`src/hdl/afc_bcr_pkg.sv`:
```
package afc_bcr_pkg;
  // register offsets
  localparam logic [7:0] OFF_AFC_CONFIG    = 8'h1D;
  localparam logic [7:0] OFF_AFC_WAIT      = 8'h1E;
  localparam logic [7:0] OFF_GEARSHIFT     = 8'h1F;
  localparam logic [7:0] OFF_OSR_LOW       = 8'h20;
  localparam logic [7:0] OFF_OFFSET_UPPER  = 8'h21;
  localparam logic [7:0] OFF_OFFSET_MIDDLE = 8'h22;
  localparam logic [7:0] OFF_OFFSET_LOWER  = 8'h23;
  localparam logic [7:0] OFF_GAIN_UPPER    = 8'h24;
  localparam logic [7:0] OFF_GAIN_LOWER    = 8'h25;
  // reset values
  localparam logic [7:0] RST_AFC_CONFIG    = 8'h40;
  localparam logic [7:0] RST_AFC_WAIT      = 8'h0A;
  localparam logic [7:0] RST_GEARSHIFT     = 8'h03;
  localparam logic [7:0] RST_OSR_LOW       = 8'h64;
  localparam logic [7:0] RST_OFFSET_UPPER  = 8'h01;
  localparam logic [7:0] RST_OFFSET_MIDDLE = 8'h47;
  localparam logic [7:0] RST_OFFSET_LOWER  = 8'hAE;
  localparam logic [7:0] RST_GAIN_UPPER    = 8'h00;
  localparam logic [7:0] RST_GAIN_LOWER    = 8'h8F;
  // field positions
  localparam int AFC_HALVE_BIT  = 7;
  localparam int AFC_ENABLE_BIT = 6;
  localparam int GEAR_HI_LSB    = 3;
  localparam int GEAR_LO_LSB    = 0;
  localparam int SHWAIT_LSB     = 3;
  localparam int LGWAIT_LSB     = 0;
  localparam int PHASE_BIT      = 7;
  localparam int RX_READY_BIT   = 6;
  localparam int CRFAST_LSB     = 3;
  localparam int CRSLOW_LSB     = 0;
  localparam int OSR_HI_LSB     = 5;
  localparam int STALL_BIT      = 4;
  localparam int NCO_HI_LSB     = 0;
  localparam int GAIN_HI_LSB    = 0;
  // timing: one bit at 40 kbps, clock period 10 ns
  localparam int CLK_PERIOD_NS  = 10;
  localparam int BIT_PERIOD_NS  = 25000;
  localparam int BIT_CYCLES     = BIT_PERIOD_NS / CLK_PERIOD_NS;
  localparam int BITS_PER_WAIT  = 2;
  // default tolerated afc frequency error, arbitrary units
  localparam logic [7:0] AFC_TOL_DEFAULT = 8'h40;
  typedef enum logic [1:0] {
    PH_SEARCH = 2'b01,
    PH_LOCKED = 2'b10
  } phase_t;
endpackage

```
`src/hdl/afc_bit_clock_recovery_cfg.sv`:
```
// Operation
// - halving bit set makes afc tolerated frequency error half
// - afc config holds enable at bit 6 plus high and low gear fields
// - before preamble, correct every (short wait + 1) x 2 bit periods
// - short wait zero means no correction before preamble
// - after preamble, correct every (long wait + 1) x 2 bit periods
// - long wait zero means no correction after preamble
// - before preamble, loop gain is gain shifted right by fast value
// - preamble detection switches loop gain to slow shift automatically
// - direct mode immunity bit stored; software keeps it 0 in fifo mode
// - gearshift register: fast in bits 5:3, slow in bits 2:0
// - 11-bit oversampling ratio, 3 fraction bits, top bits at 7:5
// - 20-bit nco offset held across three registers
// - reset values give 40 kbps without manchester coding
// - gain bits 10:8 in upper gain reg, stall bit 4 of offset
// - low gain byte in next register, reset 10001111
//
// Implementation choice: the address-and-strobe port.
`timescale 1ns/100ps
module afc_bit_clock_recovery_cfg
  import afc_bcr_pkg::*;
#(
  parameter int         BIT_CYC = BIT_CYCLES,
  parameter logic [7:0] AFC_TOL = AFC_TOL_DEFAULT
) (
  input  wire logic        clk,
  input  wire logic        rst,
  input  wire logic [7:0]  addr,
  input  wire logic [7:0]  wr_data,
  input  wire logic        wr_en,
  input  wire logic        rd_en,
  output logic      [7:0]  rd_data,
  input  wire logic        preamble_detected,
  input  wire logic        rx_restart,
  output logic             afc_enable,
  output logic      [7:0]  afc_err_tol,
  output logic      [2:0]  afc_gear_high,
  output logic      [2:0]  afc_gear_low,
  output logic             afc_update,
  output logic             preamble_phase,
  output logic      [10:0] bcr_gain,
  output logic      [2:0]  bcr_shift,
  output logic      [10:0] osr,
  output logic      [19:0] nco_offset,
  output logic             stall_ctrl,
  output logic             rx_ready_direct
);

  logic [7:0]  cfg_r, cfg_nxt;
  logic [5:0]  wait_r, wait_nxt;
  logic [7:0]  gear_r, gear_nxt;
  logic [7:0]  osr_lo_r, osr_lo_nxt;
  logic [7:0]  off_hi_r, off_hi_nxt;
  logic [7:0]  off_mid_r, off_mid_nxt;
  logic [7:0]  off_lo_r, off_lo_nxt;
  logic [7:0]  gain_hi_r, gain_hi_nxt;
  logic [7:0]  gain_lo_r, gain_lo_nxt;
  logic [7:0]  rd_data_r, rd_data_nxt;
  phase_t      phase_r, phase_nxt;
  logic [15:0] bit_cnt_r, bit_cnt_nxt;
  logic        half_r, half_nxt;
  logic [2:0]  pair_cnt_r, pair_cnt_nxt;
  logic        upd_r, upd_nxt;
  logic [10:0] gain_out_r, gain_out_nxt;
  logic [2:0]  active_wait;
  logic [10:0] gain_full;
  logic [2:0]  shift_sel;
  logic        tick_2tb;

  // one byte of the read mux; unmapped offsets answer zero
  function automatic logic [7:0] read_mux(input logic [7:0] a);
    case (a)
      OFF_AFC_CONFIG:    read_mux = cfg_r;
      OFF_AFC_WAIT:      read_mux = {(phase_r == PH_LOCKED), 1'b0, wait_r};
      OFF_GEARSHIFT:     read_mux = gear_r;
      OFF_OSR_LOW:       read_mux = osr_lo_r;
      OFF_OFFSET_UPPER:  read_mux = off_hi_r;
      OFF_OFFSET_MIDDLE: read_mux = off_mid_r;
      OFF_OFFSET_LOWER:  read_mux = off_lo_r;
      OFF_GAIN_UPPER:    read_mux = gain_hi_r;
      OFF_GAIN_LOWER:    read_mux = gain_lo_r;
      default:           read_mux = 8'h00;
    endcase
  endfunction

  // register writes and the registered read answer
  always_comb begin
    cfg_nxt     = cfg_r;
    wait_nxt    = wait_r;
    gear_nxt    = gear_r;
    osr_lo_nxt  = osr_lo_r;
    off_hi_nxt  = off_hi_r;
    off_mid_nxt = off_mid_r;
    off_lo_nxt  = off_lo_r;
    gain_hi_nxt = gain_hi_r;
    gain_lo_nxt = gain_lo_r;
    rd_data_nxt = 8'h00; // data stands one cycle only
    if (wr_en) begin
      case (addr)
        OFF_AFC_CONFIG:    cfg_nxt     = wr_data;
        OFF_AFC_WAIT:      wait_nxt    = wr_data[5:0]; // top bits read only
        OFF_GEARSHIFT:     gear_nxt    = wr_data;
        OFF_OSR_LOW:       osr_lo_nxt  = wr_data;
        OFF_OFFSET_UPPER:  off_hi_nxt  = wr_data;
        OFF_OFFSET_MIDDLE: off_mid_nxt = wr_data;
        OFF_OFFSET_LOWER:  off_lo_nxt  = wr_data;
        OFF_GAIN_UPPER:    gain_hi_nxt = wr_data;
        OFF_GAIN_LOWER:    gain_lo_nxt = wr_data;
        default:           ;
      endcase
    end
    if (rd_en) begin
      rd_data_nxt = read_mux(addr);
    end
  end

  // reset values set 40 kbps without manchester
  always_ff @(posedge clk) begin
    if (rst) begin
      cfg_r     <= RST_AFC_CONFIG;
      wait_r    <= RST_AFC_WAIT[5:0];
      gear_r    <= RST_GEARSHIFT;
      osr_lo_r  <= RST_OSR_LOW;
      off_hi_r  <= RST_OFFSET_UPPER;
      off_mid_r <= RST_OFFSET_MIDDLE;
      off_lo_r  <= RST_OFFSET_LOWER;
      gain_hi_r <= RST_GAIN_UPPER;
      gain_lo_r <= RST_GAIN_LOWER;
      rd_data_r <= 8'h00;
    end else begin
      cfg_r     <= cfg_nxt;
      wait_r    <= wait_nxt;
      gear_r    <= gear_nxt;
      osr_lo_r  <= osr_lo_nxt;
      off_hi_r  <= off_hi_nxt;
      off_mid_r <= off_mid_nxt;
      off_lo_r  <= off_lo_nxt;
      gain_hi_r <= gain_hi_nxt;
      gain_lo_r <= gain_lo_nxt;
      rd_data_r <= rd_data_nxt;
    end
  end

  // phase: preamble wins over a same-cycle restart so no detect is lost
  always_comb begin
    phase_nxt = phase_r;
    case (phase_r)
      PH_SEARCH: if (preamble_detected) phase_nxt = PH_LOCKED;
      PH_LOCKED: if (rx_restart && !preamble_detected) begin
        phase_nxt = PH_SEARCH;
      end
      default:   phase_nxt = PH_SEARCH;
    endcase
  end

  // wait length follows the phase; zero blocks correction
  assign active_wait = (phase_r == PH_LOCKED) ?
                       wait_r[LGWAIT_LSB +: 3] :
                       wait_r[SHWAIT_LSB +: 3];
  assign tick_2tb = half_r && (bit_cnt_r == 16'(BIT_CYC - 1));

  // bit period divider and afc wait counter, restarted on phase change
  always_comb begin
    bit_cnt_nxt  = bit_cnt_r + 16'h0001;
    half_nxt     = half_r;
    pair_cnt_nxt = pair_cnt_r;
    upd_nxt      = 1'b0;
    if (bit_cnt_r == 16'(BIT_CYC - 1)) begin
      bit_cnt_nxt = 16'h0000;
      half_nxt    = ~half_r;
    end
    if (tick_2tb) begin
      if (pair_cnt_r >= active_wait) begin
        pair_cnt_nxt = 3'h0;
        // zero wait or disabled afc gives no pulse
        upd_nxt = cfg_r[AFC_ENABLE_BIT] && (active_wait != 3'h0);
      end else begin
        pair_cnt_nxt = pair_cnt_r + 3'h1;
      end
    end
    if (phase_nxt != phase_r) begin
      bit_cnt_nxt  = 16'h0000;
      half_nxt     = 1'b0;
      pair_cnt_nxt = 3'h0;
    end
  end

  always_ff @(posedge clk) begin
    if (rst) begin
      phase_r    <= PH_SEARCH;
      bit_cnt_r  <= 16'h0000;
      half_r     <= 1'b0;
      pair_cnt_r <= 3'h0;
      upd_r      <= 1'b0;
      gain_out_r <= 11'h000;
    end else begin
      phase_r    <= phase_nxt;
      bit_cnt_r  <= bit_cnt_nxt;
      half_r     <= half_nxt;
      pair_cnt_r <= pair_cnt_nxt;
      upd_r      <= upd_nxt;
      gain_out_r <= gain_out_nxt;
    end
  end

  // loop gain shifted by the gear of the current phase
  assign gain_full = {gain_hi_r[GAIN_HI_LSB +: 3], gain_lo_r};
  assign shift_sel = (phase_r == PH_LOCKED) ?
                     gear_r[CRSLOW_LSB +: 3] :
                     gear_r[CRFAST_LSB +: 3];
  always_comb begin
    gain_out_nxt = gain_full >> shift_sel;
  end

  // outputs; config fields drive the loop directly
  assign rd_data         = rd_data_r;
  assign afc_enable      = cfg_r[AFC_ENABLE_BIT];
  assign afc_err_tol     = cfg_r[AFC_HALVE_BIT] ? (AFC_TOL >> 1) : AFC_TOL;
  assign afc_gear_high   = cfg_r[GEAR_HI_LSB +: 3];
  assign afc_gear_low    = cfg_r[GEAR_LO_LSB +: 3];
  assign afc_update      = upd_r;
  assign preamble_phase  = (phase_r == PH_LOCKED);
  assign bcr_gain        = gain_out_r;
  assign bcr_shift       = shift_sel;
  assign osr = {off_hi_r[OSR_HI_LSB +: 3], osr_lo_r};
  assign nco_offset = {off_hi_r[NCO_HI_LSB +: 4], off_mid_r, off_lo_r};
  assign stall_ctrl      = off_hi_r[STALL_BIT];
  assign rx_ready_direct = gear_r[RX_READY_BIT];

  // helper: 2-bit-period ticks since the last correction in this phase
  logic [3:0] ticks_seen_r;
  logic       prev_phase_r;
  logic       clean_r; // no wait or enable write since last pulse or phase change
  // a mid-count field write spoils one spacing, so that gap is not judged
  always_ff @(posedge clk) begin
    if (rst) begin
      ticks_seen_r <= 4'h0;
      prev_phase_r <= 1'b0;
      clean_r      <= 1'b1;
    end else begin
      prev_phase_r <= preamble_phase;
      if (wr_en && (addr == OFF_AFC_WAIT || addr == OFF_AFC_CONFIG)) begin
        clean_r <= 1'b0;
      end else if (upd_r || (phase_nxt != phase_r)) begin
        clean_r <= 1'b1;
      end
      if (upd_r || (phase_nxt != phase_r)) ticks_seen_r <= 4'h0;
      else if (tick_2tb) ticks_seen_r <= ticks_seen_r + 4'h1;
    end
  end

  tol_halved_a: assert property (@(posedge clk) disable iff (rst)
    cfg_r[AFC_HALVE_BIT] |-> afc_err_tol == (AFC_TOL >> 1))
    else $error("tolerance not halved");

  afc_enable_a: assert property (@(posedge clk) disable iff (rst)
    !afc_enable |-> ##1 !afc_update)
    else $error("afc update while disabled");

  short_wait_a: assert property (@(posedge clk) disable iff (rst)
    (afc_update && !prev_phase_r && !preamble_phase && clean_r) |->
    ticks_seen_r == 4'(wait_r[SHWAIT_LSB +: 3]) + 4'h1)
    else $error("short wait spacing wrong");

  no_short_a: assert property (@(posedge clk) disable iff (rst)
    (phase_r == PH_SEARCH && wait_r[SHWAIT_LSB +: 3] == 3'h0) |=>
    !afc_update || $past(phase_r) != PH_SEARCH)
    else $error("correction with short wait zero");

  long_wait_a: assert property (@(posedge clk) disable iff (rst)
    (afc_update && prev_phase_r && preamble_phase && clean_r) |->
    ticks_seen_r == 4'(wait_r[LGWAIT_LSB +: 3]) + 4'h1)
    else $error("long wait spacing wrong");

  no_long_a: assert property (@(posedge clk) disable iff (rst)
    (phase_r == PH_LOCKED && wait_r[LGWAIT_LSB +: 3] == 3'h0) |=>
    !afc_update || $past(phase_r) != PH_LOCKED)
    else $error("correction with long wait zero");

  fast_gain_a: assert property (@(posedge clk) disable iff (rst)
    (phase_r == PH_SEARCH) ##1 (phase_r == PH_SEARCH) |->
    bcr_gain == ($past(gain_full) >> $past(gear_r[CRFAST_LSB +: 3])))
    else $error("fast gain wrong");

  slow_switch_a: assert property (@(posedge clk) disable iff (rst)
    preamble_detected |=> preamble_phase ##1
    bcr_gain == ($past(gain_full) >> $past(gear_r[CRSLOW_LSB +: 3])))
    else $error("slow gain not applied");

  nco_read_a: assert property (@(posedge clk) disable iff (rst)
    (rd_en && addr == OFF_OFFSET_MIDDLE) |=> rd_data == nco_offset[15:8])
    else $error("nco middle readback wrong");

  osr_reset_a: assert property (@(posedge clk)
    rst |=> osr == 11'h064 && nco_offset == 20'h147AE)
    else $error("reset rate values wrong");

  gain_reset_a: assert property (@(posedge clk)
    (rst ##1 !rst) |=> bcr_gain == 11'h08F)
    else $error("gain low reset wrong");

  restart_a: assert property (@(posedge clk) disable iff (rst)
    (rx_restart && !preamble_detected) |=> !preamble_phase)
    else $error("restart did not revert phase");

  // write paths of the gearshift, oversampling and gain bytes
  gear_write_a: assert property (@(posedge clk) disable iff (rst)
    (wr_en && addr == OFF_GEARSHIFT && !preamble_phase &&
     !preamble_detected) |=> bcr_shift == $past(wr_data[CRFAST_LSB +: 3]))
    else $error("fast gear field misplaced");

  osr_write_a: assert property (@(posedge clk) disable iff (rst)
    (wr_en && addr == OFF_OSR_LOW) |=> osr[7:0] == $past(wr_data))
    else $error("osr low byte not applied");

  stall_write_a: assert property (@(posedge clk) disable iff (rst)
    (wr_en && addr == OFF_OFFSET_UPPER) |=> stall_ctrl == $past(wr_data[4])
    && osr[10:8] == $past(wr_data[OSR_HI_LSB +: 3]))
    else $error("offset upper fields misplaced");

  gain_write_a: assert property (@(posedge clk) disable iff (rst)
    (wr_en && addr == OFF_GAIN_UPPER) |=> gain_full[10:8] == $past(wr_data[2:0]))
    else $error("gain upper bits misplaced");

  // phase readback; bit 6 of the wait byte always reads zero
  phase_read_a: assert property (@(posedge clk) disable iff (rst)
    (rd_en && addr == OFF_AFC_WAIT) |=> rd_data[7:6] == {$past(preamble_phase), 1'b0})
    else $error("wait byte top bits wrong");

  search_upd_c: cover property (@(posedge clk) disable iff (rst)
    !preamble_phase && afc_update);
  locked_upd_c: cover property (@(posedge clk) disable iff (rst)
    preamble_phase && afc_update);
  detect_c: cover property (@(posedge clk) disable iff (rst)
    preamble_detected ##1 preamble_phase);
  restart_c: cover property (@(posedge clk) disable iff (rst)
    preamble_phase ##1 rx_restart ##1 !preamble_phase);
  gear_rec_c: cover property (@(posedge clk) disable iff (rst)
    gear_r[5:0] == 6'h05 && preamble_phase);

endmodule // afc_bit_clock_recovery_cfg

```
`config.mk`:
```
export PLATFORM = sky130hd
export DESIGN_NAME = afc_bit_clock_recovery_cfg
export DESIGN_NICKNAME = d
export VERILOG_FILES = /design/src/hdl/afc_bcr_pkg.sv /design/src/hdl/afc_bit_clock_recovery_cfg.sv
export SDC_FILE = /design/constraint.sdc
export NUM_CORES = 1
export LEC_CHECK = 0
export ABC_AREA = 1
export BUFFER_PORTS_ARGS = -buffer_cell sky130_fd_sc_hd__buf_2
export CAP_MARGIN = 20
export CORE_UTILIZATION = 51
export CTS_CLUSTER_DIAMETER = 40
export DETAILED_ROUTE_END_ITERATION = 12
export PLACE_DENSITY = 0.84
export SLEW_MARGIN = 20
export SYNTH_ARGS = -nofsm -noshare
export SYNTH_HDL_FRONTEND = slang
export SYNTH_SLANG_ARGS = --single-unit
```
`constraint.sdc`:
```
create_clock -name clk -period 1.9 [get_ports clk]
set_input_delay 0.475 -clock clk [delete_from_list [all_inputs] [get_ports clk]]
set_output_delay 0.475 -clock clk [all_outputs]
set_load 0.02 [all_outputs]
```
## Word-level counts from Yosys, hierarchy flattened

Cells that the tools add are included.

| storage, ports and cells | value |
|---|---|
| memory bits (read-only) | 0 |
| output and inout port bits | 72 |
| memories kept | 0 |
| RAM bits | 0 |
| logic and storage cells | 63 |
| register bits | 112 |
| bits in latches | 0 |

| operators by class | value |
|---|---|
| $lt $le $gt $ge | 1 |
| bitwise logic cells | 4 |
| multiply operators | 0 |
| muxes and demuxes | 8 |
| divide/modulo/power cells | 0 |
| reduce and logical (&&, ||, !) cells | 18 |
| $add $sub $neg | 2 |
| equality and inequality tests | 13 |
| shifts and indexed selects | 1 |

Operators with widths:

| operator | count |
|---|---|
| case mux 8 bit (9 select lines) | 1 |
| == test 8 x 6 -> 1 bit (second input constant) | 6 |
| == test 8 x 5 -> 1 bit (second input constant) | 3 |
| AND reduction 2 bit | 9 |
| adder 16 x 1 -> 16 bit (second input constant) | 1 |
| == test 16 x 12 -> 1 bit (second input constant) | 1 |
| right shift 11 x 3 -> 11 bit | 1 |
| 2-to-1 mux 3 bit | 3 |
| 2-to-1 mux 7 bit | 1 |
| OR reduction 3 bit | 2 |
| 2-to-1 mux 2 bit | 2 |
| NOT 1 bit | 4 |
| case mux 2 bit (2 select lines) | 1 |
| OR reduction 2 bit | 2 |
| adder 3 x 1 -> 3 bit (second input constant) | 1 |
| greater-or-equal comparator 3 bit | 1 |
| logical AND 1 bit | 3 |
| nonzero test 3 bit | 1 |
| == test 2 x 1 -> 1 bit (second input constant) | 1 |
| == test 2 bit (second input constant) | 1 |
| inequality test 2 bit | 1 |
| logical NOT 1 bit | 1 |

## Longest topological paths before layout

Gate-level depths: netlist of run 1.

| logic depth | value |
|---|---|
| depth after elaboration | 6 |
| mapped depth | 12 |

## Least setup slack after synthesis of run 1

OpenSTA, ideal clock, no wires.

| timing path | value |
|---|---|
| kind | flip-flop to flip-flop |
| start point | register phase_r[0] |
| end point | register pair_cnt_r[0] |
| setup time | 0.070 ns |
| buffers on the path | 0 |
| cell stages (with the launch flop) | 10 |
| required time | 1.830 ns |
| arrival time | 1.805 ns |
| setup slack | 0.025 ns |
| path through | dfxtp_1 inv_1 ha_1 o21ai_0 ha_1 a21oi_1 o211ai_1 nor2_1 nand2_1 a21oi_1 |

| between the ends | value |
|---|---|
| cells in the longest elaborated chain, start to end | 4 |
| elaborated cells on any way between the ends | 10 |
| those cells by class | order compare: 1; eq/ne: 3; mux: 5; reduce/logical: 1 |

RTL lines:

| item | line | source |
|---|---|---|
| start: declaration | afc_bit_clock_recovery_cfg.sv:59 | `phase_t phase_r, phase_nxt;` |
| start signal: assignment | afc_bit_clock_recovery_cfg.sv:197 | `phase_r <= phase_nxt;` |
| == test 2 bit (*) | -- |  |
| net preamble_phase | afc_bit_clock_recovery_cfg.sv:40 | `output logic preamble_phase,` |
| 2-to-1 mux 3 bit or case mux 2 bit (2 select lines) (tied branches) | afc_bit_clock_recovery_cfg.sv:157, afc_bit_clock_recovery_cfg.sv:147 |  |
| greater-or-equal comparator 3 bit or inequality test 2 bit (tied branches) | -- |  |
| 2-to-1 mux 3 bit or OR reduction 2 bit (tied branches) | -- |  |
| end signal: assignment | afc_bit_clock_recovery_cfg.sv:200 | `pair_cnt_r <= pair_cnt_nxt;` |
| end: declaration | afc_bit_clock_recovery_cfg.sv:62 | `logic [2:0] pair_cnt_r, pair_cnt_nxt;` |

Mark *: on every way through the listed nets, which the timed path passes. The rest lies on a longest branch.
A chain may end at the register's enable or synchronous reset.

## Final worst setup path of run 1

| timing path | value |
|---|---|
| start point | register phase_r[0] |
| end point | register pair_cnt_r[0] |

| between the ends | value |
|---|---|
| cells in the longest elaborated chain, start to end | 4 |
| elaborated cells on any way between the ends | 10 |
| those cells by class | order compare: 1; eq/ne: 3; mux: 5; reduce/logical: 1 |

RTL lines:

| item | line |
|---|---|
| == test 2 bit (tied with other cells) | afc_bit_clock_recovery_cfg.sv:147, afc_bit_clock_recovery_cfg.sv:157 |
| 2-to-1 mux 3 bit or case mux 2 bit (2 select lines) (tied branches) | afc_bit_clock_recovery_cfg.sv:157, afc_bit_clock_recovery_cfg.sv:147 |
| greater-or-equal comparator 3 bit or inequality test 2 bit (tied branches) | -- |
| 2-to-1 mux 3 bit or OR reduction 2 bit (tied branches) | -- |

Several ways; a longest one is shown, not always the timed one.

==> results of run 1 <==
-- state kept, by name (all words and copies together), names as in the netlist --
register    flops
phase_r         2
gain_hi_r       8
bcr_gain       11
off_lo_r        8
pair_cnt_r      3
osr_lo_r        8
wait_r          6
afc_update      1
bit_cnt_r      16
half_r          1
rd_data         8
gain_lo_r       8
gear_r          8
off_mid_r       8
off_hi_r        8
cfg_r           8
-- logic make-up (layout without fill, tap and decap cells) --
| logic type | Yosys count | after routing |
|---|---|---|
| AO/OA/AOI/OAI | 169 | 169 |
| adder cells (fa/ha/maj) | 8 | 8 |
| XOR/XNOR | 16 | 16 |
| buffers and inverters | 131 | 222 |
| other | 1 | 6 |
| flip-flops | 112 | 112 |
| AND/OR/NAND/NOR | 308 | 308 |
-- metrics by stage --
step	worst slack (ns)	setup TNS [ns]	instances	hold WS, ns	utilization [%]
after floorplan	0.0253	0	750	0.418	-
after global placement	0.0587	0	955	0.431	58.3
after detailed placement	0.0129	0	955	0.437	58.3
after CTS	0.0164	0	973	0.342	60.9
after global routing	-0.0793	-0.202	977	0.356	61.7
final	0.0186	0	977	0.354	61.7
-- report_power, final --
part / leakage [nW] / internal (W) / switching, W
clock: 0.104 / 0.000633 / 0.000866
sequential: 0.906 / 0.00241 / 0.0000407
combinational: 1.80 / 0.000317 / 0.000549
-- critical path, stage by stage (launching register included) --
cell and delay, ns:
dfxtp_2 0.37, inv_4 0.06, ha_4 0.19, nand2_2 0.08
o21a_1 0.14, inv_1 0.05, ha_1 0.27, nand3_1 0.08
o211ai_1 0.13, buf_4 0.17, nor2_2 0.08, nand2_1 0.07
a21oi_2 0.12
-- placed cells by master, fill, tap and decap left out, drive strengths merged --
cell | synthesis | final
inv | 95 | 97
dfxtp | 112 | 112
a21oi | 60 | 60
clkbuf | 7 | 10
o21a | 1 | 1
ha | 8 | 8
nand2 | 109 | 109
buf | 27 | 109
nor3b | 1 | 1
nand4 | 21 | 21
or2 | 8 | 8
o211ai | 28 | 28
o21ai | 80 | 80
nor2 | 90 | 90
clkinv | 2 | 5
nand3 | 70 | 70
xnor2 | 3 | 3
bufinv | 0 | 1
nor3 | 9 | 9
conb | 1 | 6
xor2 | 13 | 13
-- area by class of cell --
cell class              instances  area, um^2  share of cell area, %
repair buffers                109         682                   10.6
clock buffers                  10         128                   1.99
inverters                      97         370                   5.76
clock inverters                 6        77.6                   1.21
multi-input cells             507        2750                   42.8
well taps                     136         170                   2.65
flip-flops and latches        112        2240                   34.9
-- metal layers --
layer  wire, um  share of wire [%]
met5          0                  0
met2       6400                 44
met1       6620                 45
met4        346                2.4
met3       1320                9.0
-- worst paths after layout --
kind / to / slack (ns) / cells after the start
hold / removal: gain_lo_r[7] / 0.35 / 3
setup / recovery: pair_cnt_r[0] / 0.02 / 12
hold reg to reg: bit_cnt_r[0] / 0.46 / 1
setup reg to reg: pair_cnt_r[0] / 0.02 / 12
-- timing repair --
action / CTS / global route
resized for setup: 11 / 16
gates cloned: 0 / 0
endpoints found under the hold margin: 0 / 0
pin swaps: 3 / 4
buffers inserted: 2 / 4
setup endpoints to repair: 5 / 16
==> run_results.csv, run 1 <==
group,metric,value,unit
die,ioPinCount,94,
detailed_routing,vias,5314,
critical_path,cp-start-kind,"register",
cts,ctsRootBufferMaster,"clkbuf_8",
cts,cts_max_path_buffers,2,
synthesis,synthesis.area,5510,um^2
detailed_routing,routedWlPerCell,15.0,um
synthesis,yosysMostFrequentCell,"dfxtp_1",
grt,busiest_layer,"met2",
timing,fin_crit,1.88,ns
synthesis,synth_edf_count,0,
grt,overflow,0,
synthesis,synth_top_area_cell,"dfxtp_1",
die,die_h,106,um
critical_path,critPathLaunch,"phase_r[0]",
synthesis,synth_compound_area_share,16.9,%
grt,gr-usage-all-layers,26.7,%
cts,cts_buffers,9,
die,start_util,52.9,%
die,dieArea,11200,um^2
cts,cts_num_sinks,112,
synthesis,muxShareOfSynthArea,0,%
detailed_routing,drc,0,
critical_path,cp.required,2.22,ns
detailed_routing,drt-total-wl,14.7,mm
detailed_routing,ant_nets,0,
grt,grt_pass1_wl,23.4,mm
synthesis,synth_area_leaders,"dfxtp_1 (41%), nand2_1 (6.8%), nand3_1 (6.0%)",
synthesis,syn_inst,745,
placement,dp_hpwl,10.7,mm
finish,num-fill-cells,952,
timing,final-setup-viol-count,0,
synthesis,synth_cell_type_count,34,
timing,fmax,0.532,GHz
placement,portBuffers,87,
detailed_routing,drtIter0Drc,460,
grt,grt_pass1_vias,4617,
finish,antennaDiodeCount,0,
worst_hold_path,hp-start,"wr_data[7]",
grt,use_met1,37.1,%
synthesis,yosys_warnings,0,
timing,maxSlewViolCount,0,
synthesis,async_reset_ff_share,0,%
die,fp.dieW,106,um
die,placementRows,37,
synthesis,synth_xor_area_share,2.55,%
synthesis,synth_top_family_by_area,"simple AND/OR/NAND/NOR gates",
timing,clock_skew,0.0204,ns
finish,drive_above_1_share,22.0,%
synthesis,synth_common_cells,"dfxtp_1 (112), nand2_1 (99), inv_1 (87)",
synthesis,synthSimpleGateAreaFrac,27.2,%
grt,gr-usage-met2,40.5,%
power_and_ir_drop,power.density,749,nW/um^2
cts,cts_tree,"yes",
critical_path,critical_path_class,"reg -> reg",
placement,dpl-instance-area,6070,um^2
run,drv_cap,0,
power_and_ir_drop,power_leakage,2.81,nW
timing,period_share,99.0,%
critical_path,r2r-start,"phase_r[0]",
finish,area_growth_syn_to_layout,16.7,%
synthesis,synth_seq_cells,112,
run_status,status,"finished, final reports clean",
detailed_routing,drt_pass1_iterations,5,
grt,grt_max_degree,68,
critical_path,arrival,2.20,ns
synthesis,syn-mean-instance-area,7.39,um^2
detailed_routing,via_per_inst,5.44,
die,core_area,10400,um^2
timing,rsz0062_at_grt,"yes",
grt,antenna_found_initial,0,
power_and_ir_drop,finalPower,0.00481,W
critical_path,end_kind,"register",
synthesis,synthAdderAreaFrac,1.82,%
timing,finalHoldViolCount,0,
critical_path,cp_max_fo,7,
finish,nNetsFinal,866,
cts,cts_max_level,3,
grt,met3_usage,5.82,%
cts,clkLatencyLatePin,0.39,ns
cts,postCtsHoldBufs,0,
finish,design_area,6420,um^2
synthesis,synthFlopType,"dfxtp_1",
worst_hold_path,hold_path.class,"in -> reg",
placement,gp_congestion,0.951,
power_and_ir_drop,ir_worst_vdd,0.426,mV
cts,clkTransAtPathRegs,0.12,ns
synthesis,synth-seq-area-share,40.7,%
synthesis,synth_top_area_share,40.7,%
(Power assumes the default switching activity.)
==> run 2: changes to the inputs <==
--- a/config.mk
+++ b/config.mk
@@ -8,10 +8,10 @@
 export ABC_AREA = 1
 export BUFFER_PORTS_ARGS = -buffer_cell sky130_fd_sc_hd__buf_2
 export CAP_MARGIN = 20
-export CORE_UTILIZATION = 51
+export CORE_UTILIZATION = 33
 export CTS_CLUSTER_DIAMETER = 40
 export DETAILED_ROUTE_END_ITERATION = 12
-export PLACE_DENSITY = 0.84
+export PLACE_DENSITY = 0.62
 export SLEW_MARGIN = 20
 export SYNTH_ARGS = -nofsm -noshare
 export SYNTH_HDL_FRONTEND = slang
==> run_results.csv, run 2 (synthesis results as in run 1) <==
group,metric,value,unit
detailed_routing,via_per_inst,4.86,
power_and_ir_drop,comb_power_share,16.0,%
cts,cts_tree,"yes",
critical_path,crit_path_cell_trace,"inv_4, ha_4, buf_4, o21ai_4, buf_6",
finish,largest_reg_flops,16,
detailed_routing,drt_pass1_iterations,5,
grt,grt_max_degree,63,
critical_path,end_kind,"output port",
grt,grt_pass1_wl,25.7,mm
grt,antenna_found_initial,1,
die,ioPinCount,94,
placement,gp_congestion,0.883,
finish,antennaDiodeCount,0,
cts,clkLatencyLatePin,0.37,ns
critical_path,r2r-start,"phase_r[0]",
grt,grt_pass1_vias,4729,
critical_path,arrival,1.38,ns
timing,setup_ws,0.0492,ns
cts,cts_num_sinks,112,
placement,post-place-ws,-0.0751,ns
critical_path,cpPeakStageDelay,0.36,ns
critical_path,path_buf_inv,3,
detailed_routing,drtIter0Drc,429,
worst_hold_path,hp-start,"wr_data[7]",
run,drv_cap,0,
critical_path,cp-start-kind,"register",
power_and_ir_drop,ir_worst_vdd,0.423,mV
finish,drive_above_1_share,22.0,%
timing,rsz0062_at_grt,"yes",
detailed_routing,routedWlPerCell,15.1,um
power_and_ir_drop,sw_frac_of_total,29.9,%
worst_hold_path,holdPathStages,3,
finish,nNetsFinal,868,
grt,overflow,0,
finish,design_area,6570,um^2
die,dieArea,17200,um^2
critical_path,reg2reg_depth,12,
detailed_routing,ant_nets,0,
worst_hold_path,min_to,"gain_lo_r[7]",
cts,clkTransAtPathRegs,0.08,ns
power_and_ir_drop,pwr-share-seq,47.7,%
power_and_ir_drop,finalPower,0.00513,W
die,start_util,34.3,%
die,die_h,131,um
timing,period_share,97.4,%
critical_path,crit_family,"flip-flops",
placement,dpl-instance-area,6150,um^2
worst_hold_path,hold_path.class,"in -> reg",
timing,maxSlewViolCount,0,
timing,fmax,0.540,GHz
timing,finalHoldViolCount,0,
power_and_ir_drop,power.density,780,nW/um^2
critical_path,critical_path_class,"reg -> out",
critical_path,reg2reg_slack,0.06,ns
finish,finalNonFillerCells,1058,
detailed_routing,drt-total-wl,16.0,mm
placement,portBuffers,87,
detailed_routing,vias,5144,
cts,cts_max_path_buffers,2,
finish,layout_common_cells,"dfxtp_1 (110), nand2_1 (96), inv_1 (85)",
placement,placed_cells,1036,
cts,ctsRootBufferMaster,"clkbuf_16",
die,placementRows,46,
finish,regArea,2240,um^2
power_and_ir_drop,p_int,0.00360,W
timing,fin_crit,1.85,ns
critical_path,cp.required,1.42,ns
finish,largest_register,"bit_cnt_r",
finish,num-fill-cells,1662,
finish,area_growth_syn_to_layout,19.3,%
placement,dp_hpwl,11.7,mm
critical_path,timing.rr.end,"pair_cnt_r[2]",
power_and_ir_drop,power_frac_clock,36.2,%
detailed_routing,drc,0,
timing,final-setup-viol-count,0,
critical_path,cpMaxStageDelayCell,"dfxtp_2",
run_status,status,"finished, final reports clean",
cts,cts_buffers,9,
timing,clock_skew,0.0132,ns
grt,gr-usage-all-layers,19.2,%
die,core_area,16100,um^2
finish,final_common_cell,"dfxtp_1",
power_and_ir_drop,power_leakage,2.84,nW
finish,multi_input_area,2760,um^2
cts,cts_max_level,3,
die,fp.dieW,131,um
power_and_ir_drop,switching_power,0.00153,W
critical_path,cp_max_fo,5,
## run 2: changes by cell type in the layout (fill, tap and decap cells not counted), sizes merged
cell	delta
bufinv	-1
clkinv	+1
buf	+1
clkbuf	-1
nand2	+1
## run 2: final cells by class
| type | count | share of cell area [%] |
|---|---|---|
| sequential | 112 | 34.2 |
| multi-input combinational | 508 | 42.0 |
| timing repair buffer | 110 | 9.87 |
| clock inverter | 6 | 0.800 |
| clock buffer | 9 | 3.43 |
| tap | 216 | 4.12 |
| inverter | 97 | 5.60 |
## run 2: worst max-delay path by stage
stage	start	endpoint	depth (start not counted)
6_report	phase_r[0]	bcr_shift[2]	5
5_1_grt	phase_r[0]	pair_cnt_r[2]	12
4_1_cts	phase_r[0]	bcr_shift[2]	6
3_5_place_dp	phase_r[0]	pair_cnt_r[2]	9
3_3_place_gp	phase_r[0]	pair_cnt_r[2]	9
2_1_floorplan	phase_r[0]	pair_cnt_r[0]	9
## run 2: what timing repair did
action,CTS,global route
hold buffers,0,0
buffers inserted,4,2
pin swaps,3,6
endpoints found under the setup margin,8,7
gates resized for setup,15,10
cloned,1,0
## run 2: power by group through the flow
stage               Combinational [W]  Clock [W]  Sequential (W)
global placement             0.000741          0         0.00248
CTS                          0.000807    0.00189         0.00245
finish                       0.000822    0.00186         0.00245
floorplan                    0.000498          0         0.00253
detailed placement           0.000742          0         0.00248
global route                 0.000915    0.00200         0.00245
## run 2: routing by layer
metal	track usage (%)	vias to the layer above	share of wire [%]
met3	4.36	24	5.6
met2	28.4	159	44
met4	7.91	2	2.1
met5	0	-	0.081
li1	-	2635	-
met1	26.6	2324	48
## run 2: worst register-to-register path, cell delays in order, from the launching register on
cell and delay (ns):
dfxtp_2 0.36, inv_4 0.05, ha_4 0.18, buf_6 0.12, nand2_2 0.05, o21a_1 0.12, inv_1 0.05, ha_1 0.29
nand3_1 0.07, o211ai_1 0.16, nor2_1 0.14, nand2_1 0.07, a21oi_2 0.12
## run 2: metrics by stage
step	utilization, %	hold WS (ns)	TNS (ns)
4_1_cts	40.7	0.350	0
5_1_grt	40.9	0.381	-0.225
2_1_floorplan	-	0.418	0
6_report	40.9	0.357	0
3_5_place_dp	38.3	0.439	-0.224
3_3_place_gp	38.3	0.430	-0.174
==> run 3: changes to the inputs <==
--- a/config.mk
+++ b/config.mk
@@ -12,6 +12,7 @@
 export CTS_CLUSTER_DIAMETER = 40
 export DETAILED_ROUTE_END_ITERATION = 12
 export PLACE_DENSITY = 0.62
+export RECOVER_POWER = 100
 export SLEW_MARGIN = 20
 export SYNTH_ARGS = -nofsm -noshare
 export SYNTH_HDL_FRONTEND = slang
==> run_results.csv, run 3 (synthesis results as in run 1) <==
group,metric,value,unit
timing,fin_crit,1.85,ns
die,start_util,34.3,%
detailed_routing,drc,0,
placement,gp_congestion,0.883,
placement,dp_hpwl,11.7,mm
die,die_h,131,um
timing,final-setup-viol-count,0,
timing,tns,0,ns
cts,clkLatencyLatePin,0.37,ns
timing,tightest_slew,0.667,ns
critical_path,reg2reg_slack,0.06,ns
grt,overflow,0,
grt,antenna_found_initial,1,
cts,cts_buffers,9,
timing,finalHoldViolCount,0,
cts,cts_tree,"yes",
timing,fmax,0.540,GHz
grt,grt_pass1_vias,4729,
timing,clock_skew,0.0128,ns
timing,rsz0062_at_grt,"yes",
finish,finalNonFillerCells,1058,
grt,gr-usage-all-layers,19.2,%
cts,clkTransAtPathRegs,0.08,ns
finish,final_util,39.9,%
worst_hold_path,holdPathStages,3,
run_status,status,"finished, final reports clean",
critical_path,arrival,1.38,ns
detailed_routing,drt-total-wl,16.1,mm
detailed_routing,drtIter0Drc,450,
cts,cts_max_level,3,
die,dieArea,17200,um^2
detailed_routing,ant_nets,0,
grt,grt_max_degree,63,
cts,cts_num_sinks,112,
power_and_ir_drop,power_leakage,2.61,nW
timing,whs,0.360,ns
detailed_routing,via_per_inst,4.88,
detailed_routing,drt_pass1_iterations,5,
critical_path,r2r-start,"phase_r[0]",
die,core_area,16100,um^2
worst_hold_path,hp-start,"wr_data[7]",
die,placementRows,46,
finish,final_common_cell,"dfxtp_1",
critical_path,cp_max_fo,5,
placement,placed_cells,1036,
detailed_routing,vias,5167,
finish,drive_above_1_share,12.5,%
power_and_ir_drop,power.density,798,nW/um^2
worst_hold_path,hold_path.class,"in -> reg",
timing,maxSlewViolCount,0,
cts,cts_max_path_buffers,2,
finish,area_growth_syn_to_layout,16.4,%
critical_path,cp.required,1.42,ns
die,fp.dieW,131,um
power_and_ir_drop,finalPower,0.00511,W
worst_hold_path,min_to,"gain_lo_r[7]",
detailed_routing,routedWlPerCell,15.2,um
power_and_ir_drop,ir_worst_vdd,0.424,mV
finish,nNetsFinal,868,
finish,antennaDiodeCount,0,
critical_path,cp-start-kind,"register",
critical_path,end_kind,"output port",
timing,period_share,97.5,%
timing,slew_headroom,55.4,%
finish,largest_reg_flops,16,
placement,portBuffers,87,
die,ioPinCount,94,
cts,ctsRootBufferMaster,"clkbuf_16",
critical_path,reg2reg_depth,12,
run,drv_cap,0,
finish,largest_register,"bit_cnt_r",
critical_path,critical_path_class,"reg -> out",
grt,grt_pass1_wl,25.7,mm
finish,layout_common_cells,"dfxtp_1 (110), nand2_1 (99), inv_1 (87)",
critical_path,timing.rr.end,"pair_cnt_r[2]",
[run 3: changes by cell type in the layout (fill, tap and decap cells not counted), moves of 3 or more]
cell,before,now
buf_2,84,21
buf_4,22,16
clkbuf_1,0,67
nand2_1,96,99
nand3_1,66,70
nand3_2,3,0
nor2_1,69,73
nor2_4,8,5
[run 3: power by group]
part           switching (W)  internal (W)  leakage, nW  total, W
sequential         0.0000404       0.00241        0.906   0.00245
clock               0.000962      0.000906        0.139   0.00187
combinational       0.000533      0.000265         1.56  0.000798
total                0.00154       0.00358         2.61   0.00511
[run 3: cell type report]
class / instances / area, um^2
clock inverter: 6 / 52.6
clock buffer: 9 / 225
fill: 1694 / 9650
tap: 216 / 270
sequential: 112 / 2240
inverter: 97 / 368
multi-input combinational: 508 / 2690
timing repair buffer: 110 / 552
[run 3: how the worst max path moves through the flow]
stage	startpoint	end	slack, ns	depth (start not counted)
floorplan	phase_r[0]	pair_cnt_r[0]	0.03	9
global placement	phase_r[0]	pair_cnt_r[2]	-0.05	9
detailed placement	phase_r[0]	pair_cnt_r[2]	-0.08	9
CTS	phase_r[0]	bcr_shift[2]	0.009	6
global route	phase_r[0]	pair_cnt_r[2]	-0.09	12
finish	phase_r[0]	bcr_shift[2]	0.05	5
[run 3: per-stage QoR]
step | cell area, um^2 | setup WS (ns)
3_3_place_gp | 6150 | -0.0484
4_1_cts | 6530 | 0.00887
3_5_place_dp | 6150 | -0.0751
2_1_floorplan | 5520 | 0.0253
5_1_grt | 6410 | -0.0930
6_report | 6410 | 0.0469
[run 3: layer usage]
layer / global-route usage [%] / vias up / routed length, um
met5: 0 / - / 13
met4: 7.91 / 2 / 332
met3: 4.36 / 25 / 951
met2: 28.4 / 160 / 7110
met1: 26.6 / 2339 / 7720
li1: - / 2641 / -
[run 3: what timing repair did]
action	CTS	global route
endpoints found under the setup margin	8	7
setup buffers	4	2
hold buffers	0	0
gates resized for setup	15	10
gates cloned	1	0
pin swaps	3	6
[run 3: critical path: stages, from the launching register on]
cell and delay, ns:
dfxtp_2 0.36, inv_4 0.05, ha_4 0.18, buf_4 0.14, o21ai_4 0.14, buf_6 0.14
